**src/logic/rx_framer_defs.vh**
```
// Constants for the receive framer and parity control block.
`ifndef RX_FRAMER_DEFS_VH
`define RX_FRAMER_DEFS_VH

// =====================================================================
// Three-level select codes
`define LVL_LOW          2'h0
`define LVL_MID          2'h1
`define LVL_HIGH         2'h2
`define LVL_BAD          2'h3

// =====================================================================
// Register offsets (byte addresses)
`define REG_CONFIG       8'h00
`define REG_STATE        8'h04
`define REG_IRQ_STATUS   8'h08
`define REG_IRQ_ENABLE   8'h0C
`define REG_IRQ_CLEAR    8'h10

// =====================================================================
// Configuration field positions and reset value
`define CFG_RXSTAT_LSB   0
`define CFG_DECODER_LSB  2
`define CFG_FRAMCHR_LSB  4
`define CFG_REFRAME_LSB  6
`define CFG_PARITY_LSB   8
`define CFG_TX_MODE_SEL_LSB   10
`define CFG_TX_CLOCK_RATE_SEL_LSB   12
`define CFG_REFRAME_ENABLE_BIT     16
`define CFG_RESET        17'h01555

// =====================================================================
// Event bits of status, enable and clear registers
`define EV_REALIGN       0
`define EV_PARITY_ERR    1
`define EV_CONFIG_ERR    2
`define EV_WIDTH         3

// =====================================================================
// Framing patterns, first received bit in the most significant place
`define K285_NEG         10'h0FA
`define K285_POS         10'h305
`define COMMA_NEG        8'h3E
`define COMMA_POS        8'hC1

// =====================================================================
// Framer timing in bits, characters and core cycles
`define MID_SPAN_BITS    50
`define CHAR_BITS        10
`define MID_SPAN_CHARS   (`MID_SPAN_BITS / `CHAR_BITS)
`define HIGH_RUN_CHARS   3'h4
`define STRETCH_CYCLES   2'h1

`endif

```
**src/logic/framing_matcher.v**
```verilog
// One alignment lane of the framing character detector.
`timescale 1ns/100ps

module framing_matcher #(
   parameter OFFSET = 0
) (
   input  wire [19:0] history,
   input  wire        fullChar,
   output wire        hit
);
`include "rx_framer_defs.vh"

   // =================================================================
   // Candidate character

   // Shift the two-word history so this lane's character sits on top.
   wire [19:0] shifted = history << OFFSET;
   wire [9:0]  candidate = shifted[19:10];

   // =================================================================
   // Pattern compare

   // Full code group or eight-bit comma, in both disparities.
   assign hit = fullChar ?
      (candidate == `K285_NEG || candidate == `K285_POS) :
      (candidate[9:2] == `COMMA_NEG ||
       candidate[9:2] == `COMMA_POS);

endmodule

```
**src/logic/rx_framer_parity_control.v**
```verilog
// Receive framer with parity check/generate and an AHB-Lite register file.
`timescale 1ns/100ps

module rx_framer_parity_control (
   input  wire        core_clk,
   input  wire        resetn,
   // AHB-Lite slave.
   input  wire        hsel,
   input  wire [7:0]  haddr,
   input  wire [1:0]  htrans,
   input  wire        hwrite,
   input  wire [2:0]  hsize,
   input  wire [31:0] hwdata,
   input  wire        hready,
   output wire        hreadyout,
   output wire        hresp,
   output reg  [31:0] hrdata,
   output wire        irq,
   // Received ten-bit words, first bit in the top place.
   input  wire [9:0]  rxWordIn,
   input  wire        rxWordValid,
   // Decoder results for the current character.
   input  wire [7:0]  rxDecodedIn,
   input  wire [2:0]  rxStatusIn,
   // Host transmit side.
   input  wire [7:0]  txDataIn,
   input  wire [1:0]  txCharType,
   input  wire        txOddParityIn,
   input  wire        txValid,
   // Receive output register, transmit parity error and reference edge phase.
   output reg  [9:0]  rxDataOut,
   output reg         rxCharValid,
   output reg  [2:0]  rxStatusBus,
   output reg         rxStatusModeAlt,
   output reg         rxOddParityOut,
   output reg         rxOddParityOe,
   output reg         txParityError,
   output reg         refEdgePhase
);
`include "rx_framer_defs.vh"

   // =================================================================
   // Register state

   reg  [16:0] cfgWord;
   reg  [2:0]  irqStatus;
   reg  [2:0]  irqEnable;
   reg  [3:0]  alignment;
   reg  [9:0]  prevWord;
   reg         configErrorSeen;
   reg         dataPhase;
   reg         dataWrite;
   reg  [7:0]  dataAddr;

   // Map a two-bit code onto a level; the spare code reads as MID.
   function [1:0] level;
      input [1:0] code;
      begin
         level = (code == `LVL_BAD) ? `LVL_MID : code;
      end
   endfunction

   // =================================================================
   // Decoded selects

   wire [1:0] rxStatSel = level(cfgWord[`CFG_RXSTAT_LSB +: 2]);
   wire [1:0] decoderSel = level(cfgWord[`CFG_DECODER_LSB +: 2]);
   wire [1:0] framCharSel = level(cfgWord[`CFG_FRAMCHR_LSB +: 2]);
   wire [1:0] reframeSel = level(cfgWord[`CFG_REFRAME_LSB +: 2]);
   wire [1:0] paritySel = level(cfgWord[`CFG_PARITY_LSB +: 2]);
   wire [1:0] txModeSel = level(cfgWord[`CFG_TX_MODE_SEL_LSB +: 2]);
   wire [1:0] txRateSel = level(cfgWord[`CFG_TX_CLOCK_RATE_SEL_LSB +: 2]);
   wire       reframeEnable = cfgWord[`CFG_REFRAME_ENABLE_BIT];
   wire       decoderBypass = (decoderSel == `LVL_LOW);
   wire       encoderBypass = (txModeSel == `LVL_LOW);
   wire       halfRate = (txRateSel == `LVL_HIGH);

   // Any spare code, or the reserved LOW framing character, is an error.
   wire configError =
      (cfgWord[1:0] == `LVL_BAD) || (cfgWord[3:2] == `LVL_BAD) ||
      (cfgWord[5:4] == `LVL_BAD) || (cfgWord[7:6] == `LVL_BAD) ||
      (cfgWord[9:8] == `LVL_BAD) || (cfgWord[11:10] == `LVL_BAD) ||
      (cfgWord[13:12] == `LVL_BAD) ||
      (framCharSel == `LVL_LOW);

   // =================================================================
   // Bus access

   wire       busReq = hsel && htrans[1] && hready;
   wire [5:0] stateWord = {decoderBypass, configError, alignment};
   wire       writeNow = dataPhase && dataWrite;
   wire       clearHit = writeNow && (dataAddr == `REG_IRQ_CLEAR);

   assign hreadyout = 1'b1;
   assign hresp = 1'b0;
   assign irq = |(irqStatus & irqEnable);

   // Capture the address phase and answer reads from a register.
   always @(posedge core_clk) begin
      if (!resetn) begin
         dataPhase <= 1'b0;
         dataWrite <= 1'b0;
         dataAddr <= 8'h00;
         hrdata <= 32'h00000000;
      end else begin
         dataPhase <= busReq;
         dataWrite <= busReq && hwrite;
         dataAddr <= haddr;
         if (busReq && !hwrite) begin
            case (haddr)
               `REG_CONFIG:     hrdata <= {15'h0000, cfgWord};
               `REG_STATE:      hrdata <= {26'h0000000, stateWord};
               `REG_IRQ_STATUS: hrdata <= {29'h00000000, irqStatus};
               `REG_IRQ_ENABLE: hrdata <= {29'h00000000, irqEnable};
               default:         hrdata <= 32'h00000000;
            endcase
         end
      end
   end

   // Store writes during the data phase.
   always @(posedge core_clk) begin
      if (!resetn) begin
         cfgWord <= `CFG_RESET;
         irqEnable <= 3'h0;
      end else if (writeNow) begin
         if (dataAddr == `REG_CONFIG)
            cfgWord <= hwdata[16:0];
         if (dataAddr == `REG_IRQ_ENABLE)
            irqEnable <= hwdata[2:0];
      end
   end

   // =================================================================
   // Framing character detection

   wire [19:0] history = {prevWord, rxWordIn};
   wire [9:0]  hits;
   wire        fullChar = (framCharSel == `LVL_HIGH);

   genvar g;
   generate
      for (g = 0; g < 10; g = g + 1) begin : lane
         framing_matcher #(
            .OFFSET   (g)
         ) matcher (
            .history  (history),
            .fullChar (fullChar),
            .hit      (hits[g])
         );
      end
   endgenerate

   // Pick the earliest alignment that holds a framing character.
   reg [3:0] hitOffset;
   integer   i;
   always @* begin
      hitOffset = 4'h0;
      for (i = 9; i >= 0; i = i - 1) begin
         if (hits[i])
            hitOffset = i[3:0];
      end
   end

   wire anyHit = |hits;

   // =================================================================
   // Reframe control

   reg  [2:0] midGap;
   reg        midArmed;
   reg  [3:0] candOffset;
   reg  [2:0] runCount;
   reg  [3:0] runOffset;
   reg  [1:0] stretchCount;
   reg        next_realign;
   reg  [3:0] next_alignment;

   // Decide whether this word commits a new boundary.
   always @* begin
      next_realign = 1'b0;
      next_alignment = alignment;
      if (rxWordValid && reframeEnable && anyHit) begin
         case (reframeSel)
            `LVL_LOW:
               next_realign = 1'b1;
            `LVL_MID:
               next_realign = midArmed && hitOffset == candOffset &&
                  midGap < `MID_SPAN_CHARS;
            `LVL_HIGH:
               next_realign = hitOffset == runOffset &&
                  runCount == `HIGH_RUN_CHARS - 3'h1;
            default:
               next_realign = 1'b0;
         endcase
         if (next_realign)
            next_alignment = hitOffset;
      end
   end

   wire boundaryMoved = next_realign && (next_alignment != alignment);

   // Track candidate hits for the multi-character framers.
   always @(posedge core_clk) begin
      if (!resetn) begin
         midGap <= 3'h0;
         midArmed <= 1'b0;
         candOffset <= 4'h0;
         runCount <= 3'h0;
         runOffset <= 4'h0;
         alignment <= 4'h0;
         prevWord <= 10'h000;
      end else if (rxWordValid) begin
         prevWord <= rxWordIn;
         alignment <= next_alignment;
         if (!reframeEnable) begin
            midArmed <= 1'b0;
            runCount <= 3'h0;
         end else if (anyHit) begin
            midArmed <= 1'b1;
            candOffset <= hitOffset;
            midGap <= 3'h1;
            if (hitOffset == runOffset && runCount != 3'h0 &&
                runCount != `HIGH_RUN_CHARS)
               runCount <= runCount + 3'h1;
            else if (hitOffset != runOffset || runCount == 3'h0)
               runCount <= 3'h1;
            runOffset <= hitOffset;
         end else begin
            runCount <= 3'h0;
            midGap <= midGap + 3'h1;
            if (midGap >= `MID_SPAN_CHARS - 1)
               midArmed <= 1'b0;
         end
      end
   end

   // =================================================================
   // Output register and character clock

   wire [19:0] aligned = history << alignment;
   wire [9:0]  framedChar = aligned[19:10];
   wire [9:0]  next_rxData = decoderBypass ?
      framedChar : {2'h0, rxDecodedIn};
   wire        next_parity = (paritySel == `LVL_HIGH) ?
      ~^{next_rxData[7:0], rxStatusIn} :
      ~^next_rxData[7:0];

   // Present characters; a low-latency shift drops the strobe for two cycles.
   always @(posedge core_clk) begin
      if (!resetn) begin
         rxDataOut <= 10'h000;
         rxCharValid <= 1'b0;
         rxStatusBus <= 3'h0;
         rxStatusModeAlt <= 1'b0;
         rxOddParityOut <= 1'b0;
         rxOddParityOe <= 1'b0;
         stretchCount <= 2'h0;
      end else begin
         rxStatusModeAlt <= !decoderBypass &&
            rxStatSel == `LVL_HIGH;
         rxOddParityOe <= (paritySel != `LVL_LOW);
         if (boundaryMoved && reframeSel == `LVL_LOW)
            stretchCount <= `STRETCH_CYCLES;
         else if (stretchCount != 2'h0)
            stretchCount <= stretchCount - 2'h1;
         rxCharValid <= rxWordValid && stretchCount == 2'h0 &&
            !(boundaryMoved && reframeSel == `LVL_LOW);
         if (rxWordValid) begin
            rxDataOut <= next_rxData;
            rxStatusBus <= rxStatusIn;
            rxOddParityOut <= next_parity;
         end
      end
   end

   // =================================================================
   // Transmit parity check

   wire txSample = txValid && (halfRate || !refEdgePhase);
   wire codecsOff = encoderBypass && decoderBypass;
   wire withType = (paritySel == `LVL_HIGH) ||
      (paritySel == `LVL_MID && codecsOff);
   wire txOdd = withType ?
      ^{txDataIn, txCharType, txOddParityIn} :
      ^{txDataIn, txOddParityIn};
   wire parityBad = txSample && paritySel != `LVL_LOW && !txOdd;

   // Half-rate input sampling treats each core cycle as a reference edge.
   always @(posedge core_clk) begin
      if (!resetn) begin
         refEdgePhase <= 1'b0;
         txParityError <= 1'b0;
      end else begin
         refEdgePhase <= !refEdgePhase;
         txParityError <= parityBad;
      end
   end

   // =================================================================
   // Interrupt status

   wire [2:0] events;
   assign events[`EV_REALIGN] = boundaryMoved;
   assign events[`EV_PARITY_ERR] = parityBad;
   assign events[`EV_CONFIG_ERR] = configError && !configErrorSeen;

   // Sticky bits; a new event wins over a clear in the same cycle.
   always @(posedge core_clk) begin
      if (!resetn) begin
         irqStatus <= 3'h0;
         configErrorSeen <= 1'b0;
      end else begin
         configErrorSeen <= configError;
         irqStatus <= (irqStatus & ~(clearHit ? hwdata[2:0] : 3'h0)) |
            events;
      end
   end

endmodule

```
**config.mk**
```make
export PLATFORM = sky130hd
export DESIGN_NAME = rx_framer_parity_control
export DESIGN_NICKNAME = d
export VERILOG_FILES = /design/src/logic/framing_matcher.v /design/src/logic/rx_framer_parity_control.v
export VERILOG_INCLUDE_DIRS = /design/src /design/src/logic
export SDC_FILE = /design/constraint.sdc
export NUM_CORES = 1
export LEC_CHECK = 0
export ABC_AREA = 0
export ABC_CLOCK_PERIOD_IN_PS = 2900
export BUFFER_PORTS_ARGS = -buffer_cell sky130_fd_sc_hd__buf_2
export CAP_MARGIN = 20
export CORE_MARGIN = 4
export CORE_UTILIZATION = 50
export DETAILED_ROUTE_END_ITERATION = 16
export PLACE_DENSITY = 0.75
export REMOVE_ABC_BUFFERS = 1
export SYNTH_ARGS = -nofsm -noshare
export SYNTH_HDL_FRONTEND = slang
export SYNTH_SLANG_ARGS = --single-unit
```
**constraint.sdc**
```tcl
create_clock -name core_clk -period 2.9 [get_ports core_clk]
set_input_delay 0.435 -clock core_clk [delete_from_list [all_inputs] [get_ports core_clk]]
set_output_delay 0.435 -clock core_clk [all_outputs]
set_load 0.02 [all_outputs]
```
## Yosys cells after proc, flatten, opt, wreduce, memory -nomap -nowiden

Cells that the tools add are included.

| storage, ports and cells | value |
|---|---|
| logic and storage cells | 233 |
| bits in registers | 112 |
| input port bits | 84 |

| operators by class | value |
|---|---|
| shifts and indexed selects | 1 |
| $lt $le $gt $ge | 2 |
| add/sub/neg operators | 3 |
| eq/ne operators | 66 |
| reductions and logical operators | 85 |
| bitwise operators | 5 |
| muxes and demuxes | 47 |

Operator list:

| operator | number |
|---|---|
| $eq 10x10->1 const B | 10 |
| $eq 10x8->1 const B | 10 |
| $eq 8x6->1 const B | 10 |
| $eq 8x8->1 const B | 10 |
| $pmux 17 s4 | 1 |
| $mux 4 | 12 |
| $logic_or 1x1->1 | 30 |
| $eq 2x2->1 const B | 12 |
| $eq 8x4->1 const B | 3 |
| $logic_and 1x1->1 | 24 |
| $shl 20x4->20 | 1 |
| $mux 1 | 19 |
| $mux 3 | 6 |
| $logic_not 8->1 | 2 |
| $mux 2 | 7 |
| $reduce_xnor 11->1 | 1 |
| $reduce_xor 11->1 | 1 |
| $logic_not 2->1 | 5 |
| $mux 10 | 1 |
| $reduce_and 2->1 | 5 |
| $reduce_or 10->1 | 1 |
| $reduce_xor 9->1 | 1 |
| $eq 8x3->1 const B | 1 |
| $eq 8x5->1 const B | 1 |
| other kinds (24) | 35 |

## Longest topological paths before layout

| depth | value |
|---|---|
| depth after elaboration | 26 |
| mapped depth | 12 |

## Cells and area by module

A second synthesis with hierarchy kept.

| unflattened totals | value |
|---|---|
| cell total of the unflattened synthesis | 668 |
| area, all modules | 5871.9 µm² |

By module, submodules not included:

| module | cells each | instances | area each (µm²) |
|---|---|---|---|
| rx_framer_parity_control | 578 | 1 | 5183.7 |
| framing_matcher | 9 | 10 | 68.8 |

## Worst setup path before layout

No wires, ideal clock.

| timing path | value |
|---|---|
| path kind | input port to flip-flop |
| start point | input rxWordIn[5] |
| end point | register alignment[0] |
| slack | 0.264 ns |
| library setup time | 0.072 ns |
| cell stages on the path | 10 |
| arrival | 2.564 ns |
| required time | 2.828 ns |
| path through | clkbuf_1 > or4_1 > a2111oi_2 > a41oi_1 > and2_4 > nor3_4 > xnor2_1 > nand3_1 > o21ai_4 > mux2i_1 |

| between the ends | value |
|---|---|
| cells in the longest elaborated chain, start to end | 20 |
| elaborated cells on any way between the ends | 49 |
| classes of those cells | eq/ne (17); mux (19); reduce/logical (13) |

RTL lines:

| what | line | text |
|---|---|---|
| from (decl) | rx_framer_parity_control.v:20 | `input wire [9:0] rxWordIn,` |
| $eq 10x8->1 (no line), or another cell as far along | -- |  |
| $logic_or 1x1->1 (no line) | -- |  |
| $mux 1 | framing_matcher.v:24 | `assign hit = fullChar ?` |
| $mux 4 (10 in a row) | rx_framer_parity_control.v:160 | `if (hits[i])` |
| $eq 4x4->1 | rx_framer_parity_control.v:191 | `next_realign = hitOffset == runOffset &&` |
| $logic_and 1x1->1 | rx_framer_parity_control.v:188 | `next_realign = midArmed && hitOffset == candOffset &&` |
| $logic_and 1x1->1 (no line) | -- |  |
| $pmux 1 s3 | rx_framer_parity_control.v:184 | `case (reframeSel)` |
| $mux 1 | rx_framer_parity_control.v:183 | `if (rxWordValid && reframeEnable && anyHit) begin` |
| $mux 4 | rx_framer_parity_control.v:196 | `if (next_realign)` |
| $mux 4 * | rx_framer_parity_control.v:183 |  |
| to (signal assigned) | rx_framer_parity_control.v:215 | `alignment <= next_alignment;` |
| to (decl) | rx_framer_parity_control.v:48 | `reg [3:0] alignment;` |

Mark *: on every way between the ends. The rest lies on a longest branch, timed or not. The select of a mux whose other input is x is not followed.
A chain may end at the register's enable or synchronous reset.

## Worst setup path in the final report

| timing path | value |
|---|---|
| start point | register prevWord[0] |
| end point | register alignment[3] |

| between the ends | value |
|---|---|
| cells in the longest elaborated chain, start to end | 20 |
| elaborated cells on any way between the ends | 84 |
| classes of those cells | eq/ne (37); mux (24); reduce/logical (23) |

RTL lines:

| what | line | text |
|---|---|---|
| from (decl) | rx_framer_parity_control.v:49 | `reg [9:0] prevWord;` |
| from (signal assigned) | rx_framer_parity_control.v:214 | `prevWord <= rxWordIn;` |
| $eq 10x8->1 (no line), or another cell as far along | -- |  |
| $logic_or 1x1->1 (no line) | -- |  |
| $mux 1 | framing_matcher.v:24 |  |
| $mux 4 (10 in a row) | rx_framer_parity_control.v:160 |  |
| $eq 4x4->1 | rx_framer_parity_control.v:191 |  |
| $logic_and 1x1->1 | rx_framer_parity_control.v:188 |  |
| $logic_and 1x1->1 (no line) | -- |  |
| $pmux 1 s3 | rx_framer_parity_control.v:184 |  |
| $mux 1 | rx_framer_parity_control.v:183 |  |
| $mux 4 | rx_framer_parity_control.v:196 |  |
| $mux 4 * | rx_framer_parity_control.v:183 |  |

Marked as above.

==> flow_metrics.tcl <==
set metrics [dict create \
    status "finished, final reports clean" \
    drt-total-wl_mm 15.3 \
    max_clock_freq_mhz 362 \
    final_hold_viol_count 0 \
    worstSkewPairLatency_ns 0.35 \
    post_cts_resized 0 \
    cpPeakStageDelay_ns 0.53 \
    grt_remaining_overflow 0 \
    synth_top_cell_by_area "dfxtp_1" \
    cap_violations 0 \
    root_buffer "clkbuf_16" \
    path_buf_inv 1 \
    slew_violations 0 \
    clock_sinks 97 \
    synth_compound_area_share_pct 15.4 \
    cp_data_arrival_time_ns 3.03 \
    io_buffers 101 \
    core_mm2 0.0111 \
    drt_first_pass_iters 5 \
    rsz0062_at_grt "false" \
    max_slew_margin_pct 56.9 \
    area_delta_synth_final_pct 16.8 \
    async_reset_ff_share_pct 0 \
    cts.htree.levels 3 \
    cts_setup_buffers 0 \
    synth_seq_cells 97 \
    dp_hpwl_mm 11.4 \
    crit_path_cell_trace "buf_4 -> or4_4 -> a211oi_2 -> a31oi_1 -> and2_4 -> and3_1 -> a311oi_2 -> nand3b_1 -> o21ai_4 -> mux2i_1" \
    io_pins 138 \
    final.min_clock_period_ns 2.76 \
    yosysTopAreaCellShare_pct 33.6 \
    p_leak_uw 0.00277 \
    antenna_found_initial 0 \
    synth_edf_count 0 \
    fin_nets 868 \
    place_congestion 0.966 \
    crit_family "simple AND/OR/NAND/NOR gates" \
    worstSetupPathType "flip-flop to flip-flop" \
    synth_area_leaders "dfxtp_1, mux2i_1, nor2_1" \
    ir_drop_mv 0.351 \
    hp-class "primary input to flip-flop" \
    max_slew.worst_pin.slew_ns 0.630 \
    synthFlopType "dfxtp_1" \
    die_h_um 115 \
    viasPerCell 5.77 \
    end_kind "flip-flop" \
    drc_errors 0 \
    pre_cts_ws_ns -0.0860 \
    timing.final.crit_share_pct 95.2 \
    final_layout_size_suffix_gt1_share_pct 26.1 \
    slowest_stage "or4_4" \
    clock_skew_ns 0.00985 \
    crit_required_ns 3.17 \
    synth_xor_area_share_pct 4.46 \
    drtAntennaViolNets 0 \
    cts_hold_buf 0 \
    grt_pass1_vias 5153 \
    yosys_warnings 0 \
    grt_max_degree 39 \
    synth_top_family_by_area "simple AND/OR/NAND/NOR gates" \
    crit_path_max_fanout 5 \
    num_vias 5330 \
    setup_violations 0 \
    synthCells 687 \
    synth-simple-area-share_pct 24.3 \
    clkSlewWorstSetupHoldPaths_ns 0.07 \
    timing.final.ws_setup_ns 0.138 \
    grt_first_pass_wirelength_mm 24.6 \
    antennaDiodeCount 0 \
    numCtsBuffers 9 \
    drt_iter0_drc 409 \
    power.density_mw_per_mm2 446 \
    synth_area_mm2 0.00578 \
    critPathLaunchType "flip-flop" \
    dieArea_mm2 0.0133 \
    die_x_um 115 \
    seq_area_frac_synth_pct 33.6 \
    wl_per_cell_um 16.6 \
    synthMuxAreaShare_pct 13.7 \
    yosys.area_share.adder_pct 1.08 \
    hold_slack_ns 0.295 \
    syn_avg_cell_area_um2 8.41 \
    initial_core_util_pct 52.1 \
    cts_tree "done" \
    grt_use_total_pct 23.0 \
    clk_path_buf_depth 2 \
    synth_cell_type_count 81 \
    num_rows 38 \
]
==> worst paths after layout <==
check / startpoint / endpoint / slack (ns) / cells past startpoint
setup / recovery: prevWord[0] / alignment[3] / 0.14 / 10
hold / removal: hwdata[8] / cfgWord[8] / 0.30 / 3
setup reg to reg: prevWord[0] / alignment[3] / 0.14 / 10
hold reg to reg: refEdgePhase / refEdgePhase / 0.44 / 1
==> cells by family after synthesis <==
group,count (synthesis)
simple gates,279
other cells,2
compound gates,123
buf+inv,90
flops,97
fa+ha+maj,5
mux,64
xor+xnor,27
==> metal layers <==
layer / up-vias / global-route usage, % / part of all wire (%)
li1: 2574 / - / -
met1: 2521 / 28.9 / 41
met2: 204 / 39.3 / 49
met3: 31 / 3.76 / 7.6
met4: 0 / 9.39 / 2.2
met5: - / 0 / 0
==> worst reg2reg max path: cells and delay by family (launching register included) <==
family,cells,cell delay (ns)
simple gates,4,1.08
compound gates,4,0.89
flops,1,0.35
mux,1,0.22
buf+inv,1,0.16
==> power breakdown <==
part	internal, uW	total, uW	switching [uW]
Combinational	194	445	252
Clock	614	1160	541
Sequential	1380	1410	34.2
==> layout make-up <==
class / instances / area (um2)
well taps: 140 / 175
clock inverters: 6 / 48.8
clock buffers: 10 / 239
flip-flops and latches: 97 / 1950
inverters: 23 / 90.1
fillers: 979 / 4330
multi-input cells: 515 / 3500
repair buffers: 133 / 746
==> state kept, by name, summed over array words and instances, names as in the netlist, 2 cells and up <==
register,cells
irqStatus,3
alignment,4
rxDataOut,10
cfgWord,17
midGap,3
rxStatusBus,3
prevWord,10
irqEnable,3
stretchCount,2
dataAddr,8
runCount,3
hrdata,17
runOffset,4
==> Yosys cell counts, drive strengths merged (6+ instances only) <==
| cell | count |
|---|---|
| a2111oi | 6 |
| a211oi | 10 |
| a21oi | 33 |
| a22oi | 16 |
| a31oi | 7 |
| and2 | 18 |
| buf | 34 |
| clkbuf | 33 |
| dfxtp | 97 |
| inv | 21 |
| mux2 | 10 |
| mux2i | 43 |
| mux4 | 11 |
| nand2 | 74 |
| nand2b | 15 |
| nand3 | 12 |
| nor2 | 88 |
| nor2b | 7 |
| nor3 | 21 |
| nor4 | 6 |
| o21ai | 20 |
| xnor2 | 22 |
==> per-stage QoR <==
step | std cells | cell area [um2] | TNS [ns] | total power [uW] | util, %
2_1_floorplan | 635 | 5500 | 0 | 1700 | -
3_3_place_gp | 908 | 6420 | 0 | 1860 | 57.9
3_5_place_dp | 908 | 6420 | -0.371 | 1880 | 57.9
4_1_cts | 924 | 6710 | 0 | 3020 | 60.5
5_1_grt | 924 | 6750 | 0 | 3130 | 60.9
6_report | 924 | 6750 | 0 | 3010 | 60.9
==> layout by cell type (no fill, tap or decap), drive strengths merged, types with 4 or more instances in the layout <==
master and count:
buf 133, dfxtp 97, nor2 88, nand2 74
mux2i 43, a21oi 33, inv 23, xnor2 22
nor3 21, o21ai 20, and2 18, conb 17
a22oi 16, nand2b 15, nand3 12, mux4 11
mux2 10, clkbuf 10, a211oi 10, nor2b 7
a31oi 7, nor4 6, a2111oi 6, ha 5
nand4b 5, o22ai 5, xor2 4
Power figures use the tool's default switching activity.
